**config.mk**
```make
export PLATFORM = sky130hd
export DESIGN_NAME = rss_sequencer
export DESIGN_NICKNAME = d
export VERILOG_FILES = /design/src/rss_pkg.sv /design/src/rss_sync_if.sv /design/src/rss_pin_sync.sv /design/src/rss_sequencer.sv
export SDC_FILE = /design/constraint.sdc
export NUM_CORES = 1
export LEC_CHECK = 0
export ABC_AREA = 1
export CORE_MARGIN = 2
export CORE_UTILIZATION = 60
export CTS_BUF_LIST = sky130_fd_sc_hd__clkbuf_8
export CTS_CLUSTER_SIZE = 24
export DETAILED_ROUTE_END_ITERATION = 16
export DONT_BUFFER_PORTS = 1
export PLACE_DENSITY = 0.85
export SLEW_MARGIN = 0
export SYNTH_ARGS = -nofsm -noshare
export SYNTH_HDL_FRONTEND = slang
export SYNTH_SLANG_ARGS = --single-unit
```
**constraint.sdc**
```tcl
create_clock -name sys_clk -period 2.13 [get_ports sys_clk]
set_clock_uncertainty 0.15 [all_clocks]
set_input_delay 0.426 -clock sys_clk [delete_from_list [all_inputs] [get_ports sys_clk]]
set_output_delay 0.426 -clock sys_clk [all_outputs]
set_load 0.01 [all_outputs]
```
**src/rss_pkg.sv**
```systemverilog
/*
 * Package for the start-up reset sequencer: timing counts, clock modes and
 * sequencer states.
 * Assumes a 100 MHz system clock; counts are in system clock cycles.
 */
package rss_pkg;

   // -----------------------------------------------------------------
   // Timing counts
   // -----------------------------------------------------------------
   localparam int unsigned RSS_PROBE_CYCLES   = 2;
   localparam int unsigned RSS_DRIVE_CYCLES   = 512;
   localparam int unsigned RSS_RELEASE_CYCLES = 10;
   localparam int unsigned RSS_CNT_W          = 10;

   // -----------------------------------------------------------------
   // Clock modes and reset causes
   // -----------------------------------------------------------------
   typedef enum logic {
      RSS_MODE_DIRECT = 1'b0,
      RSS_MODE_SYNTH  = 1'b1
   } rss_mode_t;

   typedef enum logic [1:0] {
      RSS_CAUSE_NONE     = 2'h0,
      RSS_CAUSE_POWER_ON = 2'h1,
      RSS_CAUSE_EXTERNAL = 2'h2
   } rss_cause_t;

   // Reset values.
   localparam logic [7:0] RSS_FREQ_RESET = 8'h00;

   typedef enum {
      RSS_ST_WAIT_CLOCK,
      RSS_ST_PROBE,
      RSS_ST_DRIVE,
      RSS_ST_RELEASE,
      RSS_ST_RUN
   } rss_state_t;

endpackage

```
**src/rss_sync_if.sv**
```systemverilog
/*
 * Interface carrying the synchronised reset-pin level from the synchroniser
 * to the sequencer.
 * Assumes both ends run on the same system clock.
 */
`timescale 1ns/1ns
`default_nettype none
interface rss_sync_if;
   logic pin_level;
   modport source (output pin_level);
   modport sink   (input  pin_level);
endinterface
`default_nettype wire

```
**src/rss_pin_sync.sv**
```systemverilog
/*
 * Two-stage synchroniser for the open-collector reset pin level.
 * Assumes the pin reads high when released, thanks to the board pull-up.
 */
`timescale 1ns/1ns
`default_nettype none
module rss_pin_sync (
   // Clock and reset
   input  wire logic   sys_clk,
   input  wire logic   reset,
   // Pin level in, synchronised level out
   input  wire logic   pin_in,
   rss_sync_if.source  sync
);
   logic meta;
   logic stable;

   // The first stage feeds only the second stage.
   always_ff @(posedge sys_clk) begin
      if (reset) begin
         meta   <= 1'b0;
         stable <= 1'b0;
      end else begin
         meta   <= pin_in;
         stable <= meta;
      end
   end

   assign sync.pin_level = stable;
endmodule
`default_nettype wire

```
**src/rss_sequencer.sv**
```systemverilog
/*
 * Start-up reset sequencer with clock-source selection.
 * Assumes the reset pin has an external pull-up and outside drivers only
 * pull low; the synthesizer and clock mux are analogue/clock cells outside.
 */
// Overview of operation
// Drive reset low until clock valid
// On lock, release line two cycles
// High during window means power-on reset
// Still low: external, drive 512 cycles
// After drive, release ten cycles
// High after release: start execution
// Low after release: repeat drive
// Outside drivers use open collector only
// Mode pin low in reset: direct clock
// Direct mode ignores frequency control bits
// Direct mode passes external clock unchanged
// Direct mode treats clock valid at once
// Mode pin high: synthesizer, external reference
// Reset pin synchronised in two stages
`timescale 1ns/1ns
`default_nettype none
module rss_sequencer #(
   parameter int unsigned DRIVE_CYCLES   = rss_pkg::RSS_DRIVE_CYCLES,
   parameter int unsigned RELEASE_CYCLES = rss_pkg::RSS_RELEASE_CYCLES,
   parameter int unsigned FREQ_W         = 8
) (
   // Clock and reset
   input  wire logic              sys_clk,
   input  wire logic              reset,
   // Open-collector reset pin
   input  wire logic              reset_pin_in,
   output logic                   reset_pin_out,
   output logic                   reset_pin_oe,
   // Clock source selection
   input  wire logic              clock_mode_select,
   input  wire logic              synth_lock,
   input  wire logic [FREQ_W-1:0] synth_freq_bits,
   output rss_pkg::rss_mode_t     clock_mode,
   output logic [FREQ_W-1:0]      synth_freq_ctrl,
   output logic                   synth_bypass,
   // Status
   output logic                   cpu_run,
   output rss_pkg::rss_cause_t    reset_cause
);
   import rss_pkg::*;

   // A window's verdict arrives in the third drive cycle, so shorter
   // drive phases cannot be served.
   if (DRIVE_CYCLES < 3 || DRIVE_CYCLES > (1 << RSS_CNT_W)) begin : g_bad_drive
      $error("DRIVE_CYCLES out of range");
   end
   if (RELEASE_CYCLES < 1 || RELEASE_CYCLES > DRIVE_CYCLES) begin : g_bad_release
      $error("RELEASE_CYCLES out of range");
   end

   // -----------------------------------------------------------------
   // Pin synchroniser
   // -----------------------------------------------------------------
   rss_sync_if sync_link ();

   rss_pin_sync u_sync (
      .sys_clk (sys_clk),
      .reset   (reset),
      .pin_in  (reset_pin_in),
      .sync    (sync_link.source)
   );

   logic pin_high;
   assign pin_high = sync_link.pin_level;

   // -----------------------------------------------------------------
   // Clock mode capture
   // -----------------------------------------------------------------
   rss_state_t state;
   logic       clock_valid;

   // The mode pin is followed for as long as the part is in reset and
   // frozen once execution starts.
   always_ff @(posedge sys_clk) begin
      if (reset) begin
         clock_mode <= RSS_MODE_SYNTH;
      end else if (state != RSS_ST_RUN) begin
         clock_mode <= rss_mode_t'(clock_mode_select);   // see R09
      end
   end

   assign synth_bypass = (clock_mode == RSS_MODE_DIRECT);

   // Direct mode must not see frequency writes; the held value keeps the
   // synthesizer quiet rather than tracking software.
   always_ff @(posedge sys_clk) begin
      if (reset) begin
         synth_freq_ctrl <= FREQ_W'(RSS_FREQ_RESET);
      end else if (clock_mode == RSS_MODE_SYNTH) begin
         synth_freq_ctrl <= synth_freq_bits;
      end
   end

   assign clock_valid = synth_bypass | synth_lock;

   // -----------------------------------------------------------------
   // Sequencer
   // -----------------------------------------------------------------
   logic [RSS_CNT_W-1:0] count;
   logic                 count_done;
   assign count_done = (count == '0);

   // The line level reaches pin_high two edges after it is sampled, so
   // each sample is tagged with whether the line was released when it
   // was taken. A window's verdict is known only once its last tagged
   // sample has come through, in the first cycles of the next drive.
   logic [1:0] in_window;
   logic       seen_high;
   logic       window_end;
   logic       window_high;
   logic       probe_phase;

   always_ff @(posedge sys_clk) begin
      if (reset) begin
         in_window <= 2'h0;
      end else begin
         in_window <= {in_window[0], ~reset_pin_oe};
      end
   end

   assign window_end  = in_window[1] & ~in_window[0];
   assign probe_phase = (reset_cause == RSS_CAUSE_NONE);
   // The probe accepts a high level anywhere in its window; a release
   // window counts only its last sample.
   assign window_high = pin_high | (probe_phase & seen_high);

   always_ff @(posedge sys_clk) begin
      if (reset) begin
         seen_high <= 1'b0;
      end else if (window_end) begin
         seen_high <= 1'b0;
      end else if (in_window[1] && pin_high) begin
         seen_high <= 1'b1;
      end
   end

   always_ff @(posedge sys_clk) begin
      if (reset) begin
         state <= RSS_ST_WAIT_CLOCK;
         count <= '0;
      end else begin
         case (state)
            RSS_ST_WAIT_CLOCK: begin
               if (clock_valid) begin
                  state <= RSS_ST_PROBE;
                  count <= RSS_CNT_W'(RSS_PROBE_CYCLES - 1);
               end
            end
            RSS_ST_PROBE: begin
               if (count_done) begin
                  state <= RSS_ST_DRIVE;
                  count <= RSS_CNT_W'(DRIVE_CYCLES - 1);
               end else begin
                  count <= count - 1'b1;
               end
            end
            RSS_ST_DRIVE: begin
               // A power-on reset sees a short low pulse while its verdict
               // is still in the synchroniser; the window stays exact.
               if (window_end && window_high) begin
                  state <= RSS_ST_RUN;   // see R03
               end else if (count_done) begin
                  state <= RSS_ST_RELEASE;
                  count <= RSS_CNT_W'(RELEASE_CYCLES - 1);
               end else begin
                  count <= count - 1'b1;
               end
            end
            RSS_ST_RELEASE: begin
               if (count_done) begin
                  state <= RSS_ST_DRIVE;
                  count <= RSS_CNT_W'(DRIVE_CYCLES - 1);
               end else begin
                  count <= count - 1'b1;
               end
            end
            RSS_ST_RUN: begin
               state <= RSS_ST_RUN;
            end
            default: begin
               state <= RSS_ST_WAIT_CLOCK;
            end
         endcase
      end
   end

   // Reset cause is decided once, when the probe window's verdict arrives.
   always_ff @(posedge sys_clk) begin
      if (reset) begin
         reset_cause <= RSS_CAUSE_NONE;
      end else if (state == RSS_ST_DRIVE && window_end && probe_phase) begin
         if (window_high) begin
            reset_cause <= RSS_CAUSE_POWER_ON;
         end else begin
            reset_cause <= RSS_CAUSE_EXTERNAL;
         end
      end
   end

   // -----------------------------------------------------------------
   // Pin drive and run flag
   // -----------------------------------------------------------------
   // Only ever pull low; outside drivers are open collector too, so the
   // line never fights a high driver.
   always_ff @(posedge sys_clk) begin
      if (reset) begin
         reset_pin_oe <= 1'b1;
      end else begin
         reset_pin_oe <= (state == RSS_ST_WAIT_CLOCK) || (state == RSS_ST_DRIVE);
      end
   end

   assign reset_pin_out = 1'b0;

   always_ff @(posedge sys_clk) begin
      if (reset) begin
         cpu_run <= 1'b0;
      end else begin
         cpu_run <= (state == RSS_ST_RUN);
      end
   end
endmodule
`default_nettype wire

```
==> run metrics <==
run status finished clean; vias in the first global route 1,191; DRT Pass-1 Iters 4; Ys Warns 0; Yosys cell types 29; wire per inst 11.53 um; DIE HEIGHT 54.69 um; via/cell ratio 5.203; final net count 235; Synth Area in Simple Gates 32.47%; ANT nets after route 0; largest family of logic cells by synthesized area simple AND/OR/NAND/NOR gates; Worst-path clk slew 0.06 ns; FP Rows 18; # Max-Cap Violations 0; fin crit share 85.42%; worst min-delay path class in -> reg; met2 GRT Util 37.70%; Sink Count 31; Setup TNS 0 ns; ant diodes 0; placed insts 243; core area 2455 um2; Fill cells 213; # setup viols final 0; WL final 2895 um; Req. time, crit path 2.19 ns; Syn Nets 233; unrepaired setup endpoints after global routing false; share of cells above drive strength 1 13.12%; root buf cell clkbuf_8; Total Routing Usage GR 23.34%; Seq/Total Area, Yosys 40.26%; Slew HR 63.22%; area of the die 2990 um2; met1 usage 28.11%; port buffer count 0; post-CTS sizing 0; routability cong. 0.9159; Non-Filler Instances 251; crit start category register; cts hold-fix bufs 0; f_max 549.6 MHz; htree depth 2; Min Clock Period, post-route 1.819 ns; Worst-Margin Slew 0.5511 ns; area fraction in compound gates after synthesis 14.53%; setup slack at placement 0.3181 ns; Post-Syn Area 1541 um2; pwr/cell area 1416 nW/um2; Overflow after GRT 0; Final Util 66.26%; CP endpoint kind register; setup fix buffers added after clock tree synthesis 0; Hold Crit Depth 1; worst-case vdd ir drop 0.9323 mV; Area Growth Syn to Fin 5.520%; Slew Viols, Final 0; CP Data Arrival Time 1.88 ns; latest clock arrival within the worst-skew pair 0.28 ns; synthesized-area fraction occupied by adder cells 1.623%; drt first-iter violations 22; CTS tree done; grt met3 use 6.011%; WHS 0.05692 ns; clk buf depth 2; proportion of synthesized area in mux cells 0%; busiest grt layer met2; Via Count 1,306; initial core utilization 62.79%; CTS Buf Count 5; #FFs+latches synth 31; Worst Setup Path Type reg -> reg; post-synthesis instance total 218; # IOs 28; DRC errors left 0; Leak 0.7758 nW; first-pass GRT wire length 4843 um; XOR/XNOR share of the synthesized area 0%; largest net degree at the start of global routing 20; syn_area_per_cell 7.071 um2; Worst R2R Path Depth 9; antenna violations before repair 0; HPWL after DPL 2089 um; final worst slack 0.3106 ns; final hold viol count 0; Die Width 54.69 um; Crit Path Max Fanout 12
[through the flow]
step	power [mW]	instance area, um2
after global routing	2.506	1627
final	2.302	1627
after detailed placement	1.865	1541
after floorplan	1.729	1541
after CTS	2.310	1627
after global placement	1.846	1541
[critical path, stage by stage (launching register included)]
cell and delay, ns:
dfxtp_1 0.35, inv_1 0.09, ha_1 0.20, nand2_1 0.11, nor2_4 0.04, nand2_2 0.20
nand2_1 0.08, o21ai_1 0.27, nand2_1 0.12, a21oi_1 0.13
[layout by cell type (no fill, tap or decap), types with 2 or more instances in the layout]
cell	count
a21oi_1	13
a21oi_2	2
buf_4	2
clkbuf_8	5
dfxtp_1	31
ha_1	2
inv_1	29
nand2_1	38
nand2_2	4
nand2_4	2
nand3_1	15
nand3b_1	2
nor2_1	36
nor2_2	2
nor2_4	4
nor3_1	3
o21ai_0	16
o21ai_2	3
[Yosys cell counts]
cell	count	share of area, %
nand2_1	38	9.3
nor2_1	36	8.8
dfxtp_1	31	40
inv_1	28	6.8
o21ai_0	16	5.2
nand3_1	15	4.9
a21oi_1	13	4.2
nand2_2	4	1.6
nor2_4	4	2.9
buf_6	3	2.2
clkbuf_1	3	0.73
nor3_1	3	0.97
o21ai_2	3	1.7
a21oi_2	2	1.1
ha_1	2	1.6
nand2_4	2	1.5
nand3b_1	2	0.97
nor2_2	2	0.81
a21boi_0	1	0.49
a22oi_1	1	0.49
buf_4	1	0.49
conb_1	1	0.24
inv_2	1	0.24
inv_4	1	0.41
nand4_1	1	0.41
o211ai_1	1	0.49
o21a_1	1	0.49
o21ai_1	1	0.32
or2_2	1	0.41
[cell type report]
class                   count  area [um2]  share of cell area (%)
multi-input cells         150       753.2                   46.31
flip-flops and latches     31       620.6                   38.15
inverters                  30       115.1                   7.077
clock buffers               5       68.82                   4.231
well taps                  30       37.54                   2.308
clock inverters             3       16.27                   1.000
repair buffers              2       15.01                  0.9231
[worst paths after layout]
| path | slack (ns) | startpoint | to |
|---|---|---|---|
| hold reg to reg | 0.27 | u_sync.meta | u_sync.sync.pin_level |
| setup / recovery | 0.31 | count[0] | count[1] |
| setup reg to reg | 0.31 | count[0] | count[1] |
| hold / removal | 0.06 | reset | reset_cause[1] |
[layer usage]
layer	vias to the layer above	share of wire, %
li1	687	-
met1	578	45
met2	34	47
met3	7	5.2
met4	0	2.0
met5	-	0
[flip-flops by register name, summed over array words and instances, names as in the netlist]
signal and count:
count 10, synth_freq_ctrl 8, state 3, in_window 2
reset_cause 2, clock_mode 1, cpu_run 1, reset_pin_oe 1
seen_high 1, u_sync.meta 1, u_sync.sync.pin_level 1
[power by group]
group	internal, mW	total [mW]	switching, mW
combinational	0.384	1.06	0.680
clock	0.223	0.436	0.213
sequential	0.697	0.803	0.106
[kinds of logic (layout without fill, tap and decap cells)]
family,count (synthesis),after routing
AO/OA/AOI/OAI,39,39
adder cells (fa/ha/maj),2,2
buffers and inverters,37,40
flip-flops,31,31
other,1,1
AND/OR/NAND/NOR,108,108
No activity file was read; power rests on OpenSTA's default activity.
